$ cat config.mk
export PLATFORM = sky130hd
export DESIGN_NAME = tofcal_regs
export DESIGN_NICKNAME = d
export VERILOG_FILES = /design/src/logic/tofcal_regs.v
export VERILOG_INCLUDE_DIRS = /design/src /design/src/inc
export SDC_FILE = /design/constraint.sdc
export NUM_CORES = 1
export LEC_CHECK = 0
export ABC_CLOCK_PERIOD_IN_PS = 5400
export BUFFER_PORTS_ARGS = -buffer_cell sky130_fd_sc_hd__buf_2
export CELL_PAD_IN_SITES_DETAIL_PLACEMENT = 1
export CELL_PAD_IN_SITES_GLOBAL_PLACEMENT = 1
export CORE_MARGIN = 2
export CORE_UTILIZATION = 27
export DETAILED_ROUTE_END_ITERATION = 16
export HOLD_SLACK_MARGIN = 0.08
export PLACE_DENSITY_LB_ADDON = 0.1
export SYNTH_ARGS = -nofsm -noshare
export SYNTH_HDL_FRONTEND = slang
export SYNTH_SLANG_ARGS = --single-unit
$ cat constraint.sdc
create_clock -name clk_i -period 5.4 [get_ports clk_i]
set_input_delay 0.54 -clock clk_i [delete_from_list [all_inputs] [get_ports clk_i]]
set_output_delay 0.54 -clock clk_i [all_outputs]
set_load 0.02 [all_outputs]
$ cat src/inc/tofcal_regs.vh
// register offsets, fields, reset values and timing counts of the sampling and calibration bank
`ifndef TOFCAL_REGS_VH
`define TOFCAL_REGS_VH
`define TOFCAL_ADDR_PERIOD_COUNT 8'h11
`define TOFCAL_ADDR_PERIOD_MULT 8'h12
`define TOFCAL_ADDR_ACQ_CTRL 8'h13
`define TOFCAL_ADDR_GAIN_LIMITS 8'h19
`define TOFCAL_ADDR_I_EXP 8'h24
`define TOFCAL_ADDR_I_HIGH 8'h25
`define TOFCAL_ADDR_I_LOW 8'h26
`define TOFCAL_ADDR_Q_EXP 8'h27
`define TOFCAL_ADDR_Q_HIGH 8'h28
`define TOFCAL_ADDR_Q_LOW 8'h29
`define TOFCAL_ADDR_LGAIN_HIGH 8'h2a
`define TOFCAL_ADDR_LGAIN_LOW 8'h2b
`define TOFCAL_ADDR_AREF_EXP 8'h2c
`define TOFCAL_ADDR_AREF_HIGH 8'h2d
`define TOFCAL_ADDR_AREF_LOW 8'h2e
`define TOFCAL_ADDR_OFS_HIGH 8'h2f
`define TOFCAL_ADDR_OFS_LOW 8'h30
`define TOFCAL_ADDR_THERM_REF 8'h31
`define TOFCAL_ADDR_CORR_EXP 8'h33
`define TOFCAL_ADDR_THERM_LIN 8'h34
`define TOFCAL_ADDR_AMB_LIN 8'h36
`define TOFCAL_ADDR_THERM_SQ 8'h39
`define TOFCAL_ADDR_AMB_SQ 8'h3b
`define TOFCAL_ADDR_COMMAND 8'hb0
`define TOFCAL_CMD_SOFT_START 8'h49
`define TOFCAL_RST_PERIOD_COUNT 8'h00
`define TOFCAL_RST_PERIOD_MULT 8'h03
`define TOFCAL_RST_ACQ_CTRL 8'h7c
`define TOFCAL_RST_GAIN_LIMITS 8'h22
`define TOFCAL_RST_LGAIN_HIGH 8'hff
`define TOFCAL_RST_AREF_LOW 8'h01
`define TOFCAL_RST_ZERO 8'h00
`define TOFCAL_BIT_SINGLE_SHOT 0
`define TOFCAL_BIT_CAL_AFTER 1
`define TOFCAL_BIT_CAL_FREQ_LO 2
`define TOFCAL_BIT_CAL_FREQ_HI 3
`define TOFCAL_BIT_LIGHT_EN 4
`define TOFCAL_CAL_FREQ_BASE 8'h10
`define TOFCAL_BASE_PERIOD_NS 450000
`define TOFCAL_CLK_PERIOD_NS 25
`define TOFCAL_BASE_PERIOD_CYC (`TOFCAL_BASE_PERIOD_NS / `TOFCAL_CLK_PERIOD_NS)
`endif

$ cat src/logic/tofcal_regs.v
// sampling and calibration register bank with acquisition sequencer
`timescale 1ns/10ps
`default_nettype none
`include "tofcal_regs.vh"

// Function
// - skip field multiplies period by power two
// - bit0 low: free running after one trigger
// - bit0 high: one measurement per trigger
// - bit1 orders single-shot calibration before or after light
// - free running: calibration every 16..128 samples
// - bit4 enables light and calibration sampling
// - gain loop floors from two 3-bit fields
// - in-phase leak exponent and split mantissa
// - quadrature leak exponent and split mantissa
// - 16-bit distance offset, zero at reset
// - 8-bit thermal reference point
// - one 4-bit exponent for all corrections
// - thermal quadratic, square and linear coefficients
// - ambient quadratic linear coefficient register
// - ambient quadratic square coefficient register
// - base interval 450us times count plus one
// - command 0x49 acts as software start
module tofcal_regs #(
	parameter BASE_CYCLES = `TOFCAL_BASE_PERIOD_CYC,
	parameter LIGHT_SAMPLES = 1
) (
	input wire clk_i,
	input wire reset_i,
	input wire wr_en_i,
	input wire rd_en_i,
	input wire [7:0] addr_i,
	input wire [7:0] wdata_i,
	output reg [7:0] rdata_o,
	input wire trigger_i,
	output reg light_sample_o,
	output reg cal_sample_o,
	output reg busy_o,
	output reg [2:0] stage_one_gain_floor_o,
	output reg [2:0] stage_two_gain_floor_o,
	output reg [7:0] inphase_leak_exp_o,
	output reg [15:0] inphase_leak_o,
	output reg [7:0] quad_leak_exp_o,
	output reg [15:0] quad_leak_o,
	output reg [15:0] leak_gain_o,
	output reg [3:0] amplitude_ref_exp_o,
	output reg [15:0] amplitude_ref_o,
	output reg [15:0] distance_offset_o,
	output reg [7:0] thermal_reference_o,
	output reg [3:0] correction_exponent_o,
	output reg [7:0] thermal_linear_coeff_o,
	output reg [7:0] thermal_square_coeff_o,
	output reg [7:0] ambient_linear_coeff_o,
	output reg [7:0] ambient_square_coeff_o
);
	localparam ST_IDLE = 2'b00;
	localparam ST_WAIT = 2'b01;
	localparam ST_CAL_LAST = 2'b10;

	reg [7:0] period_count_q, period_mult_q, acq_ctrl_q, gain_limits_q;
	reg [7:0] i_exp_q, i_high_q, i_low_q;
	reg [7:0] q_exp_q, q_high_q, q_low_q;
	reg [7:0] lgain_high_q, lgain_low_q;
	reg [7:0] aref_exp_q, aref_high_q, aref_low_q;
	reg [7:0] ofs_high_q, ofs_low_q;
	reg [7:0] therm_ref_q, corr_exp_q, therm_lin_q, amb_lin_q, therm_sq_q, amb_sq_q;
	reg [2:0] trig_sync_q;
	reg [1:0] state_q;
	reg [19:0] base_cnt_q;
	reg [7:0] period_cnt_q;
	reg [3:0] skip_cnt_q;
	reg [7:0] light_cnt_q;
	reg [7:0] shot_cnt_q;
	reg running_q, trig_level_q;

	wire soft_start = wr_en_i && addr_i == `TOFCAL_ADDR_COMMAND && wdata_i == `TOFCAL_CMD_SOFT_START;
	// three-stage pin sync; a level counts once stages two and three agree, so one-cycle glitches drop out
	wire pin_start = trig_sync_q[1] && trig_sync_q[2] && !trig_level_q;
	wire start = soft_start || pin_start;
	wire single_shot = acq_ctrl_q[`TOFCAL_BIT_SINGLE_SHOT];
	wire cal_after = acq_ctrl_q[`TOFCAL_BIT_CAL_AFTER];
	wire sample_en = acq_ctrl_q[`TOFCAL_BIT_LIGHT_EN];
	wire [1:0] cal_freq = acq_ctrl_q[`TOFCAL_BIT_CAL_FREQ_HI:`TOFCAL_BIT_CAL_FREQ_LO];
	// 16 shifted by field gives 16..128
	wire [7:0] cal_every = `TOFCAL_CAL_FREQ_BASE << cal_freq;
	// multiplier is two to the skip field
	wire [3:0] skip_total = 4'h1 << period_mult_q[1:0];
	wire base_tick = base_cnt_q == BASE_CYCLES - 1;
	// base interval repeats count plus one times
	wire period_tick = base_tick && period_cnt_q == period_count_q;
	wire interval_tick = period_tick && skip_cnt_q == skip_total - 4'h1;

	always @(posedge clk_i)
	begin
		if (reset_i)
		begin
			period_count_q <= `TOFCAL_RST_PERIOD_COUNT;
			period_mult_q <= `TOFCAL_RST_PERIOD_MULT;
			acq_ctrl_q <= `TOFCAL_RST_ACQ_CTRL;
			gain_limits_q <= `TOFCAL_RST_GAIN_LIMITS;
			i_exp_q <= `TOFCAL_RST_ZERO;
			i_high_q <= `TOFCAL_RST_ZERO;
			i_low_q <= `TOFCAL_RST_ZERO;
			q_exp_q <= `TOFCAL_RST_ZERO;
			q_high_q <= `TOFCAL_RST_ZERO;
			q_low_q <= `TOFCAL_RST_ZERO;
			lgain_high_q <= `TOFCAL_RST_LGAIN_HIGH;
			lgain_low_q <= `TOFCAL_RST_ZERO;
			aref_exp_q <= `TOFCAL_RST_ZERO;
			aref_high_q <= `TOFCAL_RST_ZERO;
			aref_low_q <= `TOFCAL_RST_AREF_LOW;
			ofs_high_q <= `TOFCAL_RST_ZERO;
			ofs_low_q <= `TOFCAL_RST_ZERO;
			therm_ref_q <= `TOFCAL_RST_ZERO;
			corr_exp_q <= `TOFCAL_RST_ZERO;
			therm_lin_q <= `TOFCAL_RST_ZERO;
			amb_lin_q <= `TOFCAL_RST_ZERO;
			therm_sq_q <= `TOFCAL_RST_ZERO;
			amb_sq_q <= `TOFCAL_RST_ZERO;
		end
		else if (wr_en_i)
		begin
			case (addr_i)
				`TOFCAL_ADDR_PERIOD_COUNT: period_count_q <= wdata_i;
				`TOFCAL_ADDR_PERIOD_MULT: period_mult_q <= wdata_i;
				`TOFCAL_ADDR_ACQ_CTRL: acq_ctrl_q <= wdata_i;
				`TOFCAL_ADDR_GAIN_LIMITS: gain_limits_q <= wdata_i;
				`TOFCAL_ADDR_I_EXP: i_exp_q <= wdata_i;
				`TOFCAL_ADDR_I_HIGH: i_high_q <= wdata_i;
				`TOFCAL_ADDR_I_LOW: i_low_q <= wdata_i;
				`TOFCAL_ADDR_Q_EXP: q_exp_q <= wdata_i;
				`TOFCAL_ADDR_Q_HIGH: q_high_q <= wdata_i;
				`TOFCAL_ADDR_Q_LOW: q_low_q <= wdata_i;
				`TOFCAL_ADDR_LGAIN_HIGH: lgain_high_q <= wdata_i;
				`TOFCAL_ADDR_LGAIN_LOW: lgain_low_q <= wdata_i;
				`TOFCAL_ADDR_AREF_EXP: aref_exp_q <= wdata_i;
				`TOFCAL_ADDR_AREF_HIGH: aref_high_q <= wdata_i;
				`TOFCAL_ADDR_AREF_LOW: aref_low_q <= wdata_i;
				`TOFCAL_ADDR_OFS_HIGH: ofs_high_q <= wdata_i;
				`TOFCAL_ADDR_OFS_LOW: ofs_low_q <= wdata_i;
				`TOFCAL_ADDR_THERM_REF: therm_ref_q <= wdata_i;
				`TOFCAL_ADDR_CORR_EXP: corr_exp_q <= wdata_i;
				`TOFCAL_ADDR_THERM_LIN: therm_lin_q <= wdata_i;
				`TOFCAL_ADDR_AMB_LIN: amb_lin_q <= wdata_i;
				`TOFCAL_ADDR_THERM_SQ: therm_sq_q <= wdata_i;
				`TOFCAL_ADDR_AMB_SQ: amb_sq_q <= wdata_i;
				default: ;
			endcase
		end
	end

	// unmapped and command addresses read back as zero
	always @(posedge clk_i)
	begin
		if (reset_i)
		begin
			rdata_o <= 8'h00;
		end
		else if (rd_en_i)
		begin
			case (addr_i)
				`TOFCAL_ADDR_PERIOD_COUNT: rdata_o <= period_count_q;
				`TOFCAL_ADDR_PERIOD_MULT: rdata_o <= period_mult_q;
				`TOFCAL_ADDR_ACQ_CTRL: rdata_o <= acq_ctrl_q;
				`TOFCAL_ADDR_GAIN_LIMITS: rdata_o <= gain_limits_q;
				`TOFCAL_ADDR_I_EXP: rdata_o <= i_exp_q;
				`TOFCAL_ADDR_I_HIGH: rdata_o <= i_high_q;
				`TOFCAL_ADDR_I_LOW: rdata_o <= i_low_q;
				`TOFCAL_ADDR_Q_EXP: rdata_o <= q_exp_q;
				`TOFCAL_ADDR_Q_HIGH: rdata_o <= q_high_q;
				`TOFCAL_ADDR_Q_LOW: rdata_o <= q_low_q;
				`TOFCAL_ADDR_LGAIN_HIGH: rdata_o <= lgain_high_q;
				`TOFCAL_ADDR_LGAIN_LOW: rdata_o <= lgain_low_q;
				`TOFCAL_ADDR_AREF_EXP: rdata_o <= aref_exp_q;
				`TOFCAL_ADDR_AREF_HIGH: rdata_o <= aref_high_q;
				`TOFCAL_ADDR_AREF_LOW: rdata_o <= aref_low_q;
				`TOFCAL_ADDR_OFS_HIGH: rdata_o <= ofs_high_q;
				`TOFCAL_ADDR_OFS_LOW: rdata_o <= ofs_low_q;
				`TOFCAL_ADDR_THERM_REF: rdata_o <= therm_ref_q;
				`TOFCAL_ADDR_CORR_EXP: rdata_o <= corr_exp_q;
				`TOFCAL_ADDR_THERM_LIN: rdata_o <= therm_lin_q;
				`TOFCAL_ADDR_AMB_LIN: rdata_o <= amb_lin_q;
				`TOFCAL_ADDR_THERM_SQ: rdata_o <= therm_sq_q;
				`TOFCAL_ADDR_AMB_SQ: rdata_o <= amb_sq_q;
				default: rdata_o <= 8'h00;
			endcase
		end
	end

	always @(posedge clk_i)
	begin
		if (reset_i)
		begin
			stage_one_gain_floor_o <= 3'h0;
			stage_two_gain_floor_o <= 3'h0;
			inphase_leak_exp_o <= 8'h00;
			inphase_leak_o <= 16'h0000;
			quad_leak_exp_o <= 8'h00;
			quad_leak_o <= 16'h0000;
			leak_gain_o <= 16'h0000;
			amplitude_ref_exp_o <= 4'h0;
			amplitude_ref_o <= 16'h0000;
			distance_offset_o <= 16'h0000;
			thermal_reference_o <= 8'h00;
			correction_exponent_o <= 4'h0;
			thermal_linear_coeff_o <= 8'h00;
			thermal_square_coeff_o <= 8'h00;
			ambient_linear_coeff_o <= 8'h00;
			ambient_square_coeff_o <= 8'h00;
		end
		else
		begin
			// floors taken from fields 2:0 and 6:4
			stage_one_gain_floor_o <= gain_limits_q[2:0];
			stage_two_gain_floor_o <= gain_limits_q[6:4];
			inphase_leak_exp_o <= i_exp_q;
			inphase_leak_o <= {i_high_q, i_low_q};
			quad_leak_exp_o <= q_exp_q;
			quad_leak_o <= {q_high_q, q_low_q};
			leak_gain_o <= {lgain_high_q, lgain_low_q};
			amplitude_ref_exp_o <= aref_exp_q[3:0];
			amplitude_ref_o <= {aref_high_q, aref_low_q};
			distance_offset_o <= {ofs_high_q, ofs_low_q};
			thermal_reference_o <= therm_ref_q;
			correction_exponent_o <= corr_exp_q[3:0];
			thermal_linear_coeff_o <= therm_lin_q;
			thermal_square_coeff_o <= therm_sq_q;
			ambient_linear_coeff_o <= amb_lin_q;
			ambient_square_coeff_o <= amb_sq_q;
		end
	end

	// sequencer: one light or calibration sample pulse per interval
	always @(posedge clk_i)
	begin
		if (reset_i)
		begin
			state_q <= ST_IDLE;
			running_q <= 1'b0;
			base_cnt_q <= 20'h00000;
			period_cnt_q <= 8'h00;
			skip_cnt_q <= 4'h0;
			light_cnt_q <= 8'h00;
			shot_cnt_q <= 8'h00;
			light_sample_o <= 1'b0;
			cal_sample_o <= 1'b0;
			busy_o <= 1'b0;
			trig_sync_q <= 3'h0;
			trig_level_q <= 1'b0;
		end
		else
		begin
			trig_sync_q <= {trig_sync_q[1:0], trigger_i};
			trig_level_q <= (trig_sync_q[1] == trig_sync_q[2]) ? trig_sync_q[2] : trig_level_q;
			light_sample_o <= 1'b0;
			cal_sample_o <= 1'b0;
			if (running_q)
			begin
				base_cnt_q <= base_tick ? 20'h00000 : base_cnt_q + 20'h00001;
				if (base_tick)
				begin
					period_cnt_q <= period_tick ? 8'h00 : period_cnt_q + 8'h01;
				end
				if (period_tick)
				begin
					skip_cnt_q <= interval_tick ? 4'h0 : skip_cnt_q + 4'h1;
				end
			end
			case (state_q)
				ST_IDLE:
				begin
					// sampling disabled holds the sequencer idle
					if (start && sample_en)
					begin
						running_q <= 1'b1;
						busy_o <= 1'b1;
						base_cnt_q <= 20'h00000;
						period_cnt_q <= 8'h00;
						skip_cnt_q <= 4'h0;
						light_cnt_q <= 8'h00;
						shot_cnt_q <= 8'h00;
						// calibration first when single shot and order bit is low
						if (single_shot && !cal_after)
						begin
							cal_sample_o <= 1'b1;
						end
						else
						begin
							light_sample_o <= 1'b1;
							light_cnt_q <= 8'h01;
							shot_cnt_q <= 8'h01;
						end
						state_q <= ST_WAIT;
					end
				end
				ST_WAIT:
				begin
					if (!sample_en)
					begin
						running_q <= 1'b0;
						busy_o <= 1'b0;
						state_q <= ST_IDLE;
					end
					else if (interval_tick)
					begin
						if (single_shot)
						begin
							// single shot ends after its samples
							if (shot_cnt_q < LIGHT_SAMPLES)
							begin
								light_sample_o <= 1'b1;
								shot_cnt_q <= shot_cnt_q + 8'h01;
							end
							else if (cal_after)
							begin
								cal_sample_o <= 1'b1;
								state_q <= ST_CAL_LAST;
							end
							else
							begin
								running_q <= 1'b0;
								busy_o <= 1'b0;
								state_q <= ST_IDLE;
							end
						end
						else if (light_cnt_q == cal_every)
						begin
							cal_sample_o <= 1'b1;
							light_cnt_q <= 8'h00;
						end
						else
						begin
							// free running needs no further trigger
							light_sample_o <= 1'b1;
							light_cnt_q <= light_cnt_q + 8'h01;
						end
					end
				end
				ST_CAL_LAST:
				begin
					running_q <= 1'b0;
					busy_o <= 1'b0;
					state_q <= ST_IDLE;
				end
				default:
				begin
					running_q <= 1'b0;
					busy_o <= 1'b0;
					state_q <= ST_IDLE;
				end
			endcase
		end
	end
endmodule
`default_nettype wire

==> flow_summary.toml, run 1 <==
[place]
dp_hpwl_um = 40900
place_area_um2 = 16900
gp_congestion = 0.835
io_buffers = 181
placedCellCount = 2488

[setup_path]
timing.critical_path.buf_inv = 1
path_cells = "buf_2 > nor2b_1 > nand2_1 > nor2_1 > mux2i_1 > nor2_1"
cp_common_cell = "nor2_1"
cp_max_fo = 26
crit_arrival_ns = 3.86
critPathKind = "in -> reg"
crit_path_end_kind = "flip-flop"
crit_family = "simple AND/OR/NAND/NOR gates"
slowest_delay_ns = 0.95
startpoint_type = "primary input"
critPathSlowestCell = "nor2b_1"
critPathRequiredTime_ns = 5.83

[clock_tree]
postCtsSetupBuffers = 0
postCtsHoldBufs = 0
cts_htree_levels = 2
cts_tree = "done"
cts_repair_resize_count = 0
cts_root_buffer = "clkbuf_16"
clockBufferDepth = 3
cts_made_buffers = 47
cts.sinks = 399
clk_pin_slew_worst_paths_ns = 0.06
clk_latency_ns = 0.58

[timing]
timing.fmax_ghz = 0.291
layout_min_cycle_time_ns = 3.43
fin_hold_ws_ns = 0.209
fin_crit_sh_pct = 63.6
setup_viol = 0
maxSlewViolCount = 0
hold_viol_final = 0
setup-tns-final_ns = 0
tightestPinTransition_ns = 1.14
grt_setup_unrepaired = "false"
max_slew_margin_pct = 23.7
finClkSkew_ns = 0.0160

[die]
fp-row-count = 87
coreArea_um2 = 56300
ios = 182
start_util_pct = 27.3
die_y_um = 242
die_area_um2 = 58800
fp.dieW_um = 242

[finish]
final_util_pct = 33.0
fillers = 6473
area_delta_synth_final_pct = 21.0
instances_no_fill = 2576
multiInputGateArea_um2 = 6860
final_cell_area_um2 = 18600
nets = 1810
regArea_um2 = 7990
drive_above_1_share_pct = 16.5

[grt]
grt_pass1_vias = 13200
grt_overflow_total = 0
grt_pass1_wl_um = 87400
antenna_found_initial = 2
grt_util_all_layers_pct = 19.6
grt_start_max_net_pins = 99

[routing]
via_count = 12600
ant_nets = 0
drc = 0
drtIter0Drc = 776
firstDrtPassIters = 5
wirelength_um = 58300
vias_per_cell = 4.88
wl_per_cell_um = 22.6

[pwr]
power_frac_comb_pct = 3.2
irDropWorstVdd_uv = 202
p_sw_mw = 1.48
power.internal_mw = 5.11
power_density_nw_per_um2 = 355
p_leak_nw = 7.28
switching_share_pct = 22.5
clock_power_share_pct = 52.0
seqPwrFrac_pct = 44.9

[synthesis]
synth-edff-count = 0
ys_types = 64
syn_area_um2 = 15400
synthFlopType = "dfxtp_1"
synth_seq_area_share_pct = 52.0
yosys_register_bits = 399
async_flop_share_pct = 0
avgSynthCellArea_um2 = 9.35
netlist.area_leader.share_pct = 52.0
synth.net_count = 1672
synth_cells = 1643
synth_top_area_cell = "dfxtp_1"
synth.area.top_cells = "dfxtp_1 (52%), mux2i_1 (8.6%), nor2b_1 (6.2%)"
synth_warnings = 0

[run_status]
outcome = "finished clean"

[min_path]
min_path_type = "in -> reg"

[run]
drv_cap = 0
cells in the final DEF (no fill, tap or decap), drive strengths merged, types with 16 or more instances in the layout:
| cell type | netlist | final |
|---|---|---|
| xor2 | 16 | 16 |
| and3 | 26 | 26 |
| nand4 | 17 | 17 |
| buf | 14 | 194 |
| a22oi | 34 | 34 |
| a21oi | 82 | 82 |
| nand3 | 63 | 63 |
| mux2i | 132 | 132 |
| dfxtp | 399 | 399 |
| nand2 | 167 | 167 |
| xnor2 | 20 | 20 |
| nor2b | 151 | 151 |
| o21ai | 47 | 47 |
| inv | 26 | 28 |
| clkbuf | 91 | 64 |
| nor2 | 186 | 186 |
| nor3 | 17 | 17 |
power groups by stage:
stage / registers [mW] / logic (mW) / clock network (mW)
after floorplan: 3.03 / 0.115 / 0
after global placement: 3.02 / 0.209 / 0
after detailed placement: 3.02 / 0.209 / 0
after CTS: 2.96 / 0.209 / 3.53
after global routing: 2.96 / 0.223 / 3.65
final: 2.96 / 0.209 / 3.43
stage by stage:
step,power [mW],setup WS (ns)
after CTS,6.70,2.09
after global placement,3.23,1.42
after global routing,6.83,1.92
after floorplan,3.14,3.07
after detailed placement,3.23,1.47
final,6.59,1.97
cells in the mapped netlist, drive strengths merged (3+ instances only):
library cell and number:
a211oi 8, o211ai 6, a22o 7, a32oi 10, nand3 63, dfxtp 399
nor4b 5, nor3 17, nand4b 4, mux2i 132, xor2 16, inv 26
and4 5, a22oi 34, nand4 17, clkbuf 91, mux2 11, nand2 167
and3 26, nor4bb 3, nor2b 151, nand2b 8, nor4 8, o32ai 5
xnor2 20, a31oi 7, o22ai 10, a21oi 82, buf 14, a221oi 12
o21ai 47, ha 8, nor2 186, a21o 3, o31ai 5
sequential cells by signal (all words and copies together), names as in the netlist, 16 cells and up:
signal,count
quad_leak_o,16
base_cnt_q,20
amplitude_ref_o,16
leak_gain_o,16
inphase_leak_o,16
distance_offset_o,16
cell families (layout without fill, tap and decap cells):
logic type	after synthesis	after routing	synth area share, %
fa+ha+maj	8	8	0.652
simple gates	673	673	21.8
xor+xnor	36	36	2.05
mux	143	143	9.41
buf+inv	131	306	3.33
flops	399	399	52.0
other cells	0	2	0
compound gates	253	253	10.7
final timing paths:
check | depth (start not counted) | from | end | slack, ns
worst max register to register | 6 | base_cnt_q[10] | cal_sample_o | 2.75
worst min register to register | 1 | trig_sync_q[0] | trig_sync_q[1] | 0.46
worst min-delay path | 2 | trigger_i | trig_sync_q[0] | 0.21
worst max-delay path | 6 | addr_i[3] | q_low_q[1] | 1.97
worst register-to-register path, stage by stage, from the launching register on:
cell and delay, ns:
dfxtp_1 0.37, nor4bb_1 0.30, nand4_1 0.39, nor2_1 0.41
and3_1 0.35, or4b_1 0.48, a211oi_2 0.25
area by class of cell:
cell class,count,share of cell area (%)
diodes,2,0.0269
clock buffers,64,7.39
clock inverters,22,1.65
inverters,26,0.525
multi-input cells,1113,36.9
flip-flops and latches,399,43.0
well taps,756,5.09
repair buffers,194,5.45
metal layers:
metal	vias up	share of wire [%]	global-route usage, %
met2	319	46	31.9
met3	84	4.9	3.48
met4	0	2.6	5.72
met5	-	0	0
li1	5948	-	-
met1	6224	46	26.3
Power figures use the tool's default switching activity.
==> run 2: changes to the inputs <==
Settings changed: ABC_CLOCK_PERIOD_IN_PS 5400 to 3300.
Clock period 5.4 ns to 3.3 ns, I/O delays scaled along.
==> flow_summary.toml, run 2 (synthesis results as in run 1) <==
[finish]
final_cell_mix = "dfxtp_1 (399), buf_2 (180), nor2_1 (178)"
area_delta_synth_final_pct = 23.1
largest_register_ffs = 20
regMostFlops = "base_cnt_q"
drive_above_1_share_pct = 18.6
layout_commonest_cell = "dfxtp_1"
diodes = 0
nets = 1864

[place]
dp_slack_ns = 0.454
io_buffers = 181
gp_congestion = 0.863
dp_hpwl_um = 42000

[routing]
drtIter0Drc = 642
drc = 0
wirelength_um = 59600
wl_per_cell_um = 22.7
firstDrtPassIters = 5
ant_nets = 0
vias_per_cell = 4.85
via_count = 12700

[die]
fp-row-count = 87
ios = 182
die_area_um2 = 58800
fp.dieW_um = 242
die_y_um = 242
start_util_pct = 27.3
coreArea_um2 = 56300

[run_status]
outcome = "finished clean"

[clock_tree]
cts.sinks = 399
cts_made_buffers = 47
cts_htree_levels = 2
cts_tree = "done"
cts_root_buffer = "clkbuf_16"
postCtsSetupBuffers = 0
postCtsHoldBufs = 2
clk_pin_slew_worst_paths_ns = 0.06
clockBufferDepth = 3
clk_latency_ns = 0.59
cts_repair_resize_count = 0

[pwr]
power.internal_mw = 7.99
seqPwrFrac_pct = 46.5
power_frac_comb_pct = 3.6
clock_power_share_pct = 49.9
p_leak_nw = 7.49
p_sw_mw = 2.42
switching_share_pct = 23.3
irDropWorstVdd_uv = 342
power_density_nw_per_um2 = 551
fin_total_pwr_mw = 10.4

[timing]
hold_viol_final = 0
layout_min_cycle_time_ns = 2.56
finClkSkew_ns = 0.0166
setup_viol = 0
grt_setup_unrepaired = "false"
setup-tns-final_ns = 0
maxSlewViolCount = 0
tightestPinTransition_ns = 0.890
fin_hold_ws_ns = 0.200
fin_crit_sh_pct = 77.5
setup_slack_ns = 0.741
timing.fmax_ghz = 0.391
max_slew_margin_pct = 40.7

[setup_path]
path_cells = "nor3b_1 > nand4_1 > buf_4 > nor2b_1 > a21oi_1 > mux2i_1"
critPathSlowestCell = "nor3b_1"
cp_max_fo = 10
critPathKind = "reg -> reg"
critPathRequiredTime_ns = 3.81
crit_path_end_kind = "flip-flop"
crit_arrival_ns = 3.07
slowest_delay_ns = 0.61
startpoint_type = "flip-flop"

[grt]
grt_start_max_net_pins = 177
grt_util_all_layers_pct = 20.0
grt_overflow_total = 0
antenna_found_initial = 0
grt_pass1_wl_um = 88700
grt_pass1_vias = 13100

[min_path]
min_path_type = "in -> reg"

[run]
drv_cap = 0
-- run 2: cell type report --
type	instances	area (um^2)
clock buffer	66	1350
clock inverter	18	180
fill	6473	37400
inverter	26	97.6
multi-input combinational	1113	6860
sequential	399	7990
tap	756	946
timing repair buffer	248	1490
-- run 2: power groups by stage --
stage / clock (mW) / sequential, mW / combinational [mW]
after global routing: 5.56 / 4.84 / 0.398
after global placement: 0 / 4.95 / 0.373
after detailed placement: 0 / 4.95 / 0.371
after floorplan: 0 / 4.95 / 0.188
final: 5.20 / 4.84 / 0.375
after CTS: 5.37 / 4.84 / 0.375
-- run 2: routing by layer --
metal  track usage [%]  up-vias  part of all wire [%]
met5                 0        -                     0
met4              6.84        0                   2.9
met2              31.8      313                    45
li1                  -     6037                     -
met3              2.85       80                   4.3
met1              27.6     6299                    48
-- run 2: path summary, 6_finish.rpt --
path	start	end	slack, ns	cells past startpoint
min reg2reg	trig_sync_q[0]	trig_sync_q[1]	0.45	1
max	acq_ctrl_q[4]	shot_cnt_q[1]	0.74	6
max reg2reg	acq_ctrl_q[4]	shot_cnt_q[1]	0.74	6
min	addr_i[2]	rdata_o[6]	0.20	3
-- run 2: through the flow --
stage	instances	instance area, um^2	util (%)
2_1_floorplan	1643	15400	-
3_3_place_gp	2540	17400	30.8
3_5_place_dp	2540	17400	30.8
4_1_cts	2626	18900	33.6
5_1_grt	2626	18900	33.6
6_report	2626	18900	33.6
-- run 2: critical path: cells and delay by family, from the launching register on --
kind	cells	cell delay, ns
buf+inv	1	0.25
flops	1	0.50
compound gates	1	0.36
mux	1	0.21
simple gates	3	1.16
